$ cat config.mk
export PLATFORM = sky130hd
export DESIGN_NAME = mls_modem_line_status
export DESIGN_NICKNAME = d
export VERILOG_FILES = /design/src/hdl/mls_pkg.sv /design/src/hdl/mls_modem_line_status.sv
export SDC_FILE = /design/constraint.sdc
export NUM_CORES = 1
export LEC_CHECK = 0
export BUFFER_PORTS_ARGS = -buffer_cell sky130_fd_sc_hd__buf_2
export CORE_UTILIZATION = 50
export DETAILED_ROUTE_END_ITERATION = 7
export GPL_TIMING_DRIVEN = 0
export PLACE_DENSITY = 0.73
export SYNTH_ARGS = -nofsm -noshare
export SYNTH_HDL_FRONTEND = slang
export SYNTH_SLANG_ARGS = --single-unit
$ cat constraint.sdc
create_clock -name i_ref_clk -period 3.2 [get_ports i_ref_clk]
set_input_delay 0.48 -clock i_ref_clk [delete_from_list [all_inputs] [get_ports i_ref_clk]]
set_output_delay 0.48 -clock i_ref_clk [all_outputs]
set_load 0.05 [all_outputs]
$ cat src/hdl/mls_pkg.sv
/*
 * Constants for the modem-control, line-status, modem-status and scratch
 * logic of one serial channel. Assumes a 40 MHz register clock and a plain
 * address/strobe register port driven by a host on the same clock.
 */
// Operation
// RULE_01: Control bits 0,1 drive ready/request lines low
// RULE_02: Control bit 3 enables interrupt, lowers spare
// RULE_03: Host keeps bit 3 zero on alternate bus
// RULE_04: Control bit 4 selects local loopback
// RULE_05: Xon-any: any received character resumes transmitter
// RULE_06: Xon-any stores characters except flow-control ones
// RULE_07: Control bit 6 selects infrared, idle low
// RULE_08: Control bit 7 divides baud clock by four
// RULE_09: Status bit 0 shows receive data present
// RULE_10: Full FIFO: overrun set, character dropped
// RULE_11: Parity/framing tags follow the holding character
// RULE_12: Break sets flag, stores one break character
// RULE_13: Holding-empty flag follows empty transmit FIFO
// RULE_14: Idle flag needs FIFO and shifter empty
// RULE_15: Bit 7 ORs error tags across FIFO
// RULE_16: Modem input changes set delta bits, interrupt
// RULE_17: Ring delta only on low-to-high input
// RULE_18: Auto clear-to-send halts transmitter when high
// RULE_19: Status high nibble shows inverted modem inputs
// RULE_20: Loopback high nibble shows control bits
// RULE_21: Scratch resets to all ones
// RULE_22: Swap sends scratch writes to mode select
// RULE_23: Swap makes scratch reads return FIFO level
// RULE_24: Reading modem status clears delta bits
// RULE_25: Reading line status clears overrun, break
package mls_pkg;
    // Register indices on the 3-bit register port
    localparam logic [2:0] ADDR_INT_ENABLE    = 3'h1;
    localparam logic [2:0] ADDR_FEATURE_CTRL  = 3'h2;
    localparam logic [2:0] ADDR_MODEM_CONTROL = 3'h4;
    localparam logic [2:0] ADDR_LINE_STATUS   = 3'h5;
    localparam logic [2:0] ADDR_MODEM_STATUS  = 3'h6;
    localparam logic [2:0] ADDR_SCRATCH       = 3'h7;
    // Modem control field positions
    localparam int MC_READY    = 0;
    localparam int MC_REQUEST  = 1;
    localparam int MC_SPARE1   = 2;
    localparam int MC_INT_EN   = 3;
    localparam int MC_LOOP     = 4;
    localparam int MC_XON_ANY  = 5;
    localparam int MC_IRDA     = 6;
    localparam int MC_PRESCALE = 7;
    // Other field positions
    localparam int IE_MODEM    = 3;
    localparam int FC_SWAP     = 6;
    // Values after reset
    localparam logic [7:0] MODEM_CONTROL_RST = 8'h00;
    localparam logic [7:0] SCRATCH_RST       = 8'hff;
    localparam logic [7:0] INT_ENABLE_RST    = 8'h00;
    localparam logic [7:0] FEATURE_CTRL_RST  = 8'h00;
    localparam logic [7:0] MODE_SELECT_RST   = 8'h00;
    // Last prescaler count when divide-by-four is chosen
    localparam logic [1:0] PRESCALE_LAST     = 2'h3;
    // Depth of receive FIFO
    localparam int         RX_FIFO_DEPTH     = 64;
endpackage : mls_pkg

$ cat src/hdl/mls_modem_line_status.sv
/*
 * Modem control, line status, modem status and scratch registers of one
 * serial channel, with the prescaler enable and receive-store gating.
 * Assumes the receiver, transmitter and FIFOs run on i_ref_clk and present
 * their events as one-cycle pulses; modem pins are asynchronous.
 */
module mls_modem_line_status
    import mls_pkg::*;
(
    input  wire logic       i_ref_clk,        // 40 MHz register clock
    input  wire logic       i_reset,          // Async reset, active high
    input  wire logic [2:0] i_addr,           // Register index
    input  wire logic [7:0] i_wdata,          // Write data
    input  wire logic       i_wr,             // Write strobe
    input  wire logic       i_rd,             // Read strobe
    output logic      [7:0] o_rdata,          // Read data, cycle after strobe
    input  wire logic       i_cts_n,          // Clear-to-send pin
    input  wire logic       i_dsr_n,          // Data-set-ready pin
    input  wire logic       i_ring_indicate_in_n,  // Ring pin
    input  wire logic       i_carrier_detect_in_n, // Carrier pin
    output logic            o_dtr_n,          // Terminal-ready pin
    output logic            o_rts_n,          // Request-to-send pin
    output logic            o_spare_output_n, // Spare output pin
    output logic            o_int_oe_n,       // Interrupt pin enable, low drives
    output logic            o_modem_irq,      // Modem-status interrupt request
    output logic            o_loopback,       // Loopback routing select
    output logic            o_irda_sel,       // Infrared routing select
    input  wire logic       i_tx_serial,      // Plain transmit bit
    input  wire logic       i_tx_ir,          // Infrared encoder output
    output logic            o_tx_line,        // Transmit pin level
    output logic            o_baud_en,        // Baud generator input enable
    input  wire logic       i_rx_done,        // Receiver completed a character
    input  wire logic       i_rx_parity_err,  // Tag of completed character
    input  wire logic       i_rx_frame_err,   // Tag of completed character
    input  wire logic       i_rx_break,       // Completed frame was a break
    input  wire logic       i_rx_flow_char,   // Completed char is Xon or Xoff
    input  wire logic       i_sw_flow_on,     // Software flow control active
    input  wire logic       i_rx_fifo_full,   // Receive FIFO full
    input  wire logic [6:0] i_rx_fifo_count,  // Receive FIFO level
    input  wire logic       i_rhr_load,       // Next character reaches holding
    input  wire logic [2:0] i_rhr_tags,       // Its break, framing, parity tags
    input  wire logic       i_rhr_read,       // Host took the holding character
    input  wire logic       i_tx_fifo_empty,  // Transmit holding/FIFO empty
    input  wire logic       i_tsr_empty,      // Transmit shifter empty
    input  wire logic       i_auto_cts_en,    // Auto clear-to-send enabled
    input  wire logic [7:0] i_fifo_level,     // Level counter value for swap
    output logic            o_fifo_push,      // Store character into FIFO
    output logic            o_tx_resume,      // Xon-any resume pulse
    output logic            o_tx_halt,        // Stop after current character
    output logic      [7:0] o_mode_select     // Enhanced mode select register
);

    // Whole state of the block
    typedef struct packed {
        logic [7:0] modem_control;        // Modem control
        logic [7:0] scr;        // Scratch
        logic [7:0] interrupt_enable;        // Interrupt enable
        logic [7:0] feature_control;       // Feature control
        logic [7:0] enhanced_mode_select;       // Enhanced mode select
        logic [3:0] sync1;      // First synchroniser stage
        logic [3:0] sync2;      // Second synchroniser stage
        logic [3:0] prev;       // Previous effective modem levels
        logic [3:0] delta;      // Change bits
        logic       overrun;    // Sticky overrun
        logic       brk;        // Sticky break
        logic       brk_block;  // Last completed character was a break
        logic [2:0] head;       // Tags of holding character
        logic [6:0] err_cnt;    // Errored characters in FIFO
        logic [7:0] rdata;      // Read data
        logic       dtr_n;
        logic       rts_n;
        logic       spare_n;
        logic       int_oe_n;
        logic       irq;
        logic       txl;
        logic [1:0] presc;      // Prescaler count
        logic       baud_en;
        logic       push;
        logic       resume;
        logic       halt;
    } mls_state_s;

    mls_state_s st;       // Registered state
    mls_state_s next_st;  // Next state

    logic [3:0] eff_lvl;  // Effective active-high modem levels
    logic [7:0] lsr_val;  // Line status as read
    logic [7:0] msr_val;  // Modem status as read
    logic       rd_lsr;   // Line status read strobe
    logic       rd_msr;   // Modem status read strobe
    logic       store;    // Completed character is kept
    logic       rx_err;   // Completed character carries a tag

    // Effective modem levels: pins or loopback of control bits
    always_comb
    begin
        if (st.modem_control[MC_LOOP])
        begin
            // Bits from the top: carrier, ring, dsr, cts
            eff_lvl = {st.modem_control[MC_INT_EN], st.modem_control[MC_SPARE1],
                       st.modem_control[MC_READY], st.modem_control[MC_REQUEST]}; // RULE_20
        end
        else
        begin
            eff_lvl = ~st.sync2; // RULE_19
        end
    end

    // Read values of the status registers
    always_comb
    begin
        msr_val = {eff_lvl[3], eff_lvl[2], eff_lvl[1], eff_lvl[0], st.delta};
        lsr_val = {(st.err_cnt != 7'h00),                          // RULE_15
                   (i_tx_fifo_empty && i_tsr_empty),               // RULE_14
                   i_tx_fifo_empty,                                // RULE_13
                   (st.head[2] | st.brk),                          // RULE_12
                   st.head[1:0],                                   // RULE_11
                   st.overrun,
                   (i_rx_fifo_count != 7'h00)};                    // RULE_09
        rd_lsr  = i_rd && (i_addr == ADDR_LINE_STATUS);
        rd_msr  = i_rd && (i_addr == ADDR_MODEM_STATUS);
        rx_err  = i_rx_parity_err | i_rx_frame_err | i_rx_break;
        // Drop on full FIFO, repeated break, or flow char under Xon-any
        store   = i_rx_done && !i_rx_fifo_full                     // RULE_10
                  && !(i_rx_break && st.brk_block)                 // RULE_12
                  && !(st.modem_control[MC_XON_ANY] && i_sw_flow_on && i_rx_flow_char); // RULE_06
    end

    // Next-state logic
    always_comb
    begin
        next_st = st;
        // Synchronise modem pins
        next_st.sync1 = {i_carrier_detect_in_n, i_ring_indicate_in_n, i_dsr_n, i_cts_n};
        next_st.sync2 = st.sync1;
        next_st.prev  = eff_lvl;
        // Register writes
        if (i_wr)
        begin
            case (i_addr)
                ADDR_MODEM_CONTROL: next_st.modem_control  = i_wdata;
                ADDR_INT_ENABLE:    next_st.interrupt_enable  = i_wdata;
                ADDR_FEATURE_CTRL:  next_st.feature_control = i_wdata;
                ADDR_SCRATCH:
                begin
                    if (st.feature_control[FC_SWAP])
                    begin
                        next_st.enhanced_mode_select = i_wdata; // RULE_22
                    end
                    else
                    begin
                        next_st.scr = i_wdata;
                    end
                end
                default: ;
            endcase
        end
        // Read data, zero for unmapped
        next_st.rdata = 8'h00;
        if (i_rd)
        begin
            case (i_addr)
                ADDR_MODEM_CONTROL: next_st.rdata = st.modem_control;
                ADDR_INT_ENABLE:    next_st.rdata = st.interrupt_enable;
                ADDR_FEATURE_CTRL:  next_st.rdata = st.feature_control;
                ADDR_LINE_STATUS:   next_st.rdata = lsr_val;
                ADDR_MODEM_STATUS:  next_st.rdata = msr_val;
                ADDR_SCRATCH:       next_st.rdata = st.feature_control[FC_SWAP] ? i_fifo_level // RULE_23
                                                                     : st.scr;
                default:            next_st.rdata = 8'h00;
            endcase
        end
        // Delta bits: read clears, new change wins
        if (rd_msr)
        begin
            next_st.delta = 4'h0; // RULE_24
        end
        next_st.delta[0] = next_st.delta[0] | (eff_lvl[0] ^ st.prev[0]); // RULE_16
        next_st.delta[1] = next_st.delta[1] | (eff_lvl[1] ^ st.prev[1]); // RULE_16
        next_st.delta[2] = next_st.delta[2] | (!eff_lvl[2] && st.prev[2]); // RULE_17
        next_st.delta[3] = next_st.delta[3] | (eff_lvl[3] ^ st.prev[3]); // RULE_16
        next_st.irq = st.interrupt_enable[IE_MODEM] && (next_st.delta != 4'h0); // RULE_16
        // Sticky overrun and break: read clears, new event wins
        if (rd_lsr)
        begin
            next_st.overrun = 1'b0; // RULE_25
            next_st.brk     = 1'b0; // RULE_25
        end
        if (i_rx_done && i_rx_fifo_full)
        begin
            next_st.overrun = 1'b1; // RULE_10
        end
        if (i_rx_done && i_rx_break)
        begin
            next_st.brk       = 1'b1;
            next_st.brk_block = 1'b1; // RULE_12
        end
        else if (i_rx_done)
        begin
            next_st.brk_block = 1'b0;
        end
        // Holding character tags
        if (i_rhr_load)
        begin
            next_st.head = i_rhr_tags; // RULE_11
        end
        // Count of errored characters in FIFO
        if ((store && rx_err) && !(i_rhr_read && (st.head != 3'h0)))
        begin
            next_st.err_cnt = st.err_cnt + 7'h01; // RULE_15
        end
        else if (!(store && rx_err) && i_rhr_read && (st.head != 3'h0)
                 && (st.err_cnt != 7'h00))
        begin
            next_st.err_cnt = st.err_cnt - 7'h01; // RULE_15
        end
        next_st.push   = store;
        next_st.resume = i_rx_done && st.modem_control[MC_XON_ANY]; // RULE_05
        // Auto clear-to-send: high pin stops transmitter
        next_st.halt   = i_auto_cts_en && !eff_lvl[0]; // RULE_18
        // Pins from control bits
        next_st.dtr_n    = !next_st.modem_control[MC_READY];   // RULE_01
        next_st.rts_n    = !next_st.modem_control[MC_REQUEST]; // RULE_01
        next_st.spare_n  = !next_st.modem_control[MC_INT_EN];  // RULE_02
        next_st.int_oe_n = !next_st.modem_control[MC_INT_EN];  // RULE_02
        // Transmit pin: infrared idles low, loopback holds mark
        if (st.modem_control[MC_LOOP])
        begin
            next_st.txl = 1'b1; // RULE_04
        end
        else if (st.modem_control[MC_IRDA])
        begin
            next_st.txl = i_tx_ir; // RULE_07
        end
        else
        begin
            next_st.txl = i_tx_serial;
        end
        // Prescaler: every cycle or every fourth cycle
        if (st.modem_control[MC_PRESCALE])
        begin
            next_st.presc   = st.presc + 2'h1;
            next_st.baud_en = (st.presc == PRESCALE_LAST); // RULE_08
        end
        else
        begin
            next_st.presc   = 2'h0;
            next_st.baud_en = 1'b1; // RULE_08
        end
    end

    // State register
    always_ff @(posedge i_ref_clk or posedge i_reset)
    begin
        if (i_reset)
        begin
            st           <= '0;
            st.modem_control       <= MODEM_CONTROL_RST; // RULE_04
            st.scr       <= SCRATCH_RST;       // RULE_21
            st.interrupt_enable       <= INT_ENABLE_RST;
            st.feature_control      <= FEATURE_CTRL_RST;
            st.enhanced_mode_select      <= MODE_SELECT_RST;
            st.sync1     <= 4'hf;
            st.sync2     <= 4'hf;
            st.prev      <= 4'h0;
            st.dtr_n     <= 1'b1;              // RULE_01
            st.rts_n     <= 1'b1;              // RULE_01
            st.spare_n   <= 1'b1;              // RULE_02
            st.int_oe_n  <= 1'b1;              // RULE_02
            st.txl       <= 1'b1;
            st.baud_en   <= 1'b1;
        end
        else
        begin
            st <= next_st;
        end
    end

    // Outputs straight from state
    assign o_rdata          = st.rdata;
    assign o_dtr_n          = st.dtr_n;
    assign o_rts_n          = st.rts_n;
    assign o_spare_output_n = st.spare_n;
    assign o_int_oe_n       = st.int_oe_n;
    assign o_modem_irq      = st.irq;
    assign o_loopback       = st.modem_control[MC_LOOP];
    assign o_irda_sel       = st.modem_control[MC_IRDA];
    assign o_tx_line        = st.txl;
    assign o_baud_en        = st.baud_en;
    assign o_fifo_push      = st.push;
    assign o_tx_resume      = st.resume;
    assign o_tx_halt        = st.halt;
    assign o_mode_select    = st.enhanced_mode_select;
endmodule : mls_modem_line_status

==> results.toml, run 1 <==
[die]
coreArea_um2 = 7810
dieArea_um2 = 8540
initial_utilization_pct = 52.3
dieWidth_um = 92.4
dieHeight_um = 92.4
rows = 32
ios = 79

[synth]
ys_seq_area_share_pct = 54.5
syn_area_um2 = 4090
ys_types = 52
synthTopCellsByArea = "dfrtp_1 (41%), dfstp_2 (14%), mux2_2 (12%), mux2i_1 (4.7%), buf_4 (3.3%)"
yosysWarnings = 0
synth-seq-cells = 88
postSynthCellCount = 322
async_flop_share_pct = 100
synth_top_flop_cell = "dfrtp_1"
synth_largest_area_cell = "dfrtp_1"
syn_avg_cell_area_um2 = 12.7
synth-edff-count = 0
synth_nets = 381
synth_top_area_share_pct = 41.0

[timing]
slew_headroom_pct = 57.6
worst_pin_slew_ns = 0.631
min_period_ns = 2.77
hold_viol_final = 0
max_freq_mhz = 361
rsz0062_at_grt = "no"
finalClockSkew_ns = 0.00852
finalSetupViolations = 0
drv_slew = 0
finalCritPeriodShare_pct = 86.5
whs_ns = 0.149

[worst_hold_path]
hold_path_class = "primary input to asynchronous set/reset pin"

[worst_setup_path]
end_kind = "register"
reg2reg_depth = 8
crit_type = "register to register"
endpoint = "st[26]"
crit_fanout = 10
cp.required_ns = 3.48
regToRegStartpoint = "lsr_val[3]"
r2r_slack_ns = 0.43
crit_start = "lsr_val[3]"
reg2reg_to = "st[26]"
cp-start-kind = "register"
worstPathArrival_ns = 3.05

[power]
total_power_mw = 3.68
power.leakage_nw = 2.30
power_density_nw_per_um2 = 756
peakVddDrop_mv = 0.420

[clock_network]
cts_root_buffer = "clkbuf_8"
clkTransAtPathRegs_ns = 0.09
cts_resized = 0
clock_latency_ns = 0.36
cts_buffers = 9
clockBufferDepth = 2
cts_tree = "built"
cts_sinks = 88
cts_setup_buffers = 0
htree_levels = 3
ctsHoldBuffers = 0

[detailed_routing]
vias = 2763
drt_iter0_drc = 217
avgRoutedWirePerCell_um = 16.4
drc = 0
viasPerCell = 5.32
detail_route.first_pass.iterations = 5
wirelength_um = 8530
final_antenna_net_count = 0

[global_route]
first_global_vias = 2705
grt-ovfl-total = 0
antenna_found_initial = 0
grt_pass1_wl_um = 13900
grt_usage_pct = 21.6
grt_max_degree = 51

[place]
io_buffers = 78
hpwl_um = 6390
gp_congestion = 0.872
placed_area_um2 = 4630

[cells_and_area]
nets = 471
stdcell_area_um2 = 4870
syn_to_final_growth_pct = 19.2
diodes = 0
fill_cells = 649
drive_above_1_share_pct = 47.5

[job]
cap_violations = 0

[status]
status = "completed"
routing by layer:
metal,up-vias,share of wire (%),track usage (%)
met2,97,45,32.5
li1,1314,-,-
met3,14,6.2,3.69
met4,0,2.2,9.38
met5,-,0,0
met1,1338,47,30.9
report_power, final:
part	internal, mW	switching (mW)
registers	1.40	0.166
logic	0.547	0.665
clock network	0.516	0.386
kinds of logic after synthesis:
group,after synthesis,synth area share (%)
AO/OA/AOI/OAI,45,8.06
XOR/XNOR,9,1.93
adder cells (fa/ha/maj),8,2.63
buffers and inverters,39,5.70
flip-flops,88,54.5
multiplexers,68,18.5
AND/OR/NAND/NOR,65,8.61
synth_stat cells (6+ instances only):
master	count
dfrtp_1	67
mux2_2	45
dfstp_2	21
mux2i_1	19
buf_4	18
nand2_1	17
nor2_1	12
a21oi_1	10
inv_1	10
ha_1	7
xnor2_1	7
buf_2	6
how the worst min path moves through the flow:
stage	from	to	slack, ns	cells after the start
after floorplan	next_st[41]	st[41]	0.35	0
after global placement	next_st[44]	st[44]	0.35	0
after detailed placement	next_st[41]	st[41]	0.35	0
after CTS	i_reset	o_mode_select[4]	0.16	2
after global routing	i_reset	o_mode_select[1]	0.19	2
final	i_reset	o_mode_select[1]	0.15	2
critical path: stages, from the launching register on:
cell and delay (ns):
dfrtp_1 0.42, o31ai_1 0.32, nand3_1 0.39, fa_1 0.58
a211oi_1 0.28, o21bai_1 0.11, a21oi_1 0.18, mux2i_1 0.25
xor2_1 0.16
state kept, by name, summed over array words and instances, names as in the netlist:
register	cells
st	50
o_mode_select	8
o_rdata	8
o_dtr_n	1
o_irda_sel	1
lsr_val	3
o_tx_resume	1
msr_val	4
o_tx_line	1
next_st	4
o_baud_en	1
o_loopback	1
o_int_oe_n	1
o_tx_halt	1
o_rts_n	1
o_fifo_push	1
o_modem_irq	1
layout by cell type (no fill, tap or decap), drive strengths merged, types with 7 or more instances in the layout:
master / instances
dfrtp: 67
nor2: 12
dfstp: 21
inv: 10
mux2: 49
nand2: 17
ha: 7
xnor2: 7
a21oi: 10
buf: 104
clkbuf: 14
mux2i: 19
area by class of cell:
| class | count | area, um2 | area share (%) |
|---|---|---|---|
| sequential | 88 | 2230 | 45.8 |
| timing repair buffer | 79 | 418 | 8.58 |
| clock buffer | 10 | 128 | 2.62 |
| multi-input combinational | 195 | 1620 | 33.4 |
| inverter | 10 | 40.0 | 0.822 |
| tap | 102 | 128 | 2.62 |
| clock inverter | 6 | 108 | 2.21 |
| buffer | 29 | 195 | 4.01 |
per-stage QoR:
| step | instances | setup TNS (ns) | utilization, % | setup slack, ns |
|---|---|---|---|---|
| 2_1_floorplan | 322 | 0 | - | 0.476 |
| 3_3_place_gp | 502 | -36.59 | 59.0 | -0.549 |
| 3_5_place_dp | 503 | 0 | 59.3 | 0.364 |
| 4_1_cts | 519 | 0 | 62.4 | 0.468 |
| 5_1_grt | 519 | 0 | 62.4 | 0.231 |
| 6_report | 519 | 0 | 62.4 | 0.434 |
(Power assumes the default switching activity.)
==> run 2: changes to the inputs <==
--- a/config.mk
+++ b/config.mk
@@ -5,6 +5,7 @@
 export SDC_FILE = /design/constraint.sdc
 export NUM_CORES = 1
 export LEC_CHECK = 0
+export ABC_AREA = 1
 export BUFFER_PORTS_ARGS = -buffer_cell sky130_fd_sc_hd__buf_2
 export CORE_UTILIZATION = 50
 export DETAILED_ROUTE_END_ITERATION = 7
==> results.toml, run 2 <==
[die]
coreArea_um2 = 8180
dieHeight_um = 93.5
dieArea_um2 = 8740
ios = 79
initial_utilization_pct = 51.2
rows = 33
dieWidth_um = 93.5

[detailed_routing]
top_layer = "met4"
viasPerCell = 5.04
wirelength_um = 9450
route.met2.wl_um = 4410
detail_route.first_pass.iterations = 5
final_antenna_net_count = 0
drt_iter0_drc = 225
avgRoutedWirePerCell_um = 13.8
wl_met3_um = 475
vias = 3448
drt-met1-wl_um = 4410
drc = 0

[clock_network]
cts_sinks = 88
ctsHoldBuffers = 0
cts_root_buffer = "clkbuf_8"
htree_levels = 3
cts_buffers = 9
clockBufferDepth = 2
cts_tree = "built"
cts_resized = 0
clkTransAtPathRegs_ns = 0.08
clock_latency_ns = 0.35
cts_setup_buffers = 0

[cells_and_area]
drive_above_1_share_pct = 29.4
diodes = 0
final_cell_mix = "nand2_1 (154), buf_2 (81), dfrtp_1 (67)"
final_cell_count_no_fill = 684
nets = 633
stdcell_area_um2 = 5010
syn_to_final_growth_pct = 19.6
layout_commonest_cell = "nand2_1"
top_register = "st"
fill_cells = 696
largest_reg_flops = 50
fin_util_pct = 61.2

[global_route]
first_global_vias = 3312
grt_max_degree = 60
antenna_found_initial = 0
grt_pass1_wl_um = 15500
grt_usage_pct = 23.1
grt-ovfl-total = 0

[timing]
finalClockSkew_ns = 0.0125
max_freq_mhz = 443
min_period_ns = 2.26
rsz0062_at_grt = "no"
worst_pin_slew_ns = 0.609
finalSetupViolations = 0
finalCritPeriodShare_pct = 70.5
drv_slew = 0
hold_viol_final = 0
setup_ws_ns = 0.944
slew_headroom_pct = 59.3

[synth]
yosys.area_share.simple_pct = 23.3
ys_seq_area_share_pct = 53.2
ys_types = 30
syn_avg_cell_area_um2 = 8.65
synth_largest_area_cell = "dfrtp_1"
synth-compound-area-share_pct = 10.8
synth-edff-count = 0
yosysMostFrequentCell = "nand2_1"
yosys.area_share.adder_pct = 2.57
synth.area.mux_share_pct = 0
synth_top_family_by_area = "simple AND/OR/NAND/NOR gates"
syn_area_um2 = 4190
synth-seq-cells = 88
synth_common_cells = "nand2_1 (154), dfrtp_1 (67), inv_1 (54)"
yosysWarnings = 0
synth_top_area_share_pct = 40.1
synthTopCellsByArea = "dfrtp_1 (40%), nand2_1 (14%), dfstp_2 (13%), o21ai_0 (6.1%), inv_1 (4.8%)"
synth_top_flop_cell = "dfrtp_1"
synth_nets = 543
postSynthCellCount = 484
synth-xor-area-share_pct = 0.419
async_flop_share_pct = 100

[worst_setup_path]
worstPathArrival_ns = 2.50
cp.buffers_inverters = 0
cp.required_ns = 3.44
crit_fanout = 8
slowest_stage = "dfrtp_1"
end_kind = "register"
crit_chain = "nand3_1, nand3_1, nor2_1, nand2_1, ha_1, or2_2, nand3_1, nand2_1, nand3_1, nand2_1, nand2_1, nand2_1"
cpPeakStageDelay_ns = 0.45
crit_family = "simple AND/OR/NAND/NOR gates"
cpMostUsedCell = "nand2_1"
cp-start-kind = "register"
crit_type = "register to register"

[job]
cap_violations = 0

[place]
hpwl_um = 7060
pre_cts_ws_ns = 0.743
dp_cells = 668
gp_congestion = 0.877
placed_area_um2 = 4740
io_buffers = 78

[power]
power_density_nw_per_um2 = 728
power.leakage_nw = 2.64
peakVddDrop_mv = 0.443
total_power_mw = 3.64

[status]
status = "completed"

[worst_hold_path]
hold_path_class = "primary input to asynchronous set/reset pin"
run 2: cell types whose count changed in the layout (fill, tap and decap cells not counted), sizes merged, moves of 5 or more:
| cell | delta |
|---|---|
| a221oi | -5 |
| nand2b | -5 |
| inv | +45 |
| xnor2 | -6 |
| a21oi | -6 |
| and2 | -6 |
| nand2 | +141 |
| o21ai | +61 |
| nand4 | +5 |
| mux2i | -19 |
| nor2b | -5 |
| mux2 | -49 |
| nor2 | +18 |
| nand3 | +19 |
run 2: cell families after synthesis:
| kind of cell | count (synthesis) |
|---|---|
| buf+inv | 81 |
| fa+ha+maj | 8 |
| compound gates | 76 |
| xor+xnor | 2 |
| flops | 88 |
| simple gates | 229 |
run 2: power breakdown:
part,internal (mW),switching (mW)
registers,1.35,0.139
logic,0.408,0.742
clock network,0.620,0.383
total,2.38,1.26
run 2: path summary, 6_finish.rpt:
check	startpoint	endpoint	slack, ns	cells past startpoint
setup / recovery	st[86]	st[26]	0.94	12
hold / removal	i_reset	o_tx_resume	0.12	2
setup reg to reg	st[86]	st[26]	0.94	12
hold reg to reg	next_st[44]	st[44]	0.36	0
max in group asynchronous	i_reset	st[77]	2.42	3
min in group i_ref_clk	i_cts_n	next_st[41]	0.22	1
run 2: final cells by class:
type / count / area, um2 / share of cell area (%)
Buffer: 25 / 191 / 3.82
Clock buffer: 11 / 141 / 2.82
Clock inverter: 5 / 128 / 2.55
Inverter: 56 / 213 / 4.25
Multi-Input combinational cell: 315 / 1560 / 31.1
Sequential cell: 88 / 2230 / 44.5
Tap cell: 105 / 131 / 2.62
Timing Repair Buffer: 79 / 418 / 8.35
run 2: metal layers:
| metal | global-route usage, % | up-vias |
|---|---|---|
| li1 | - | 1704 |
| met1 | 32.6 | 1622 |
| met2 | 36.8 | 107 |
| met3 | 2.93 | 15 |
| met4 | 8.21 | 0 |
| met5 | 0 | - |
run 2: worst reg2reg max path: cells and delay by family, from the launching register on:
family,cells,cell delay (ns)
simple gates,11,1.31
flops,1,0.45
fa+ha+maj,1,0.40
run 2: per-stage QoR:
stage / hold WS [ns] / setup TNS, ns
6_report: 0.118 / 0
3_5_place_dp: 0.349 / 0
4_1_cts: 0.123 / 0
5_1_grt: 0.139 / 0
2_1_floorplan: 0.345 / 0
3_3_place_gp: 0.347 / -36.28
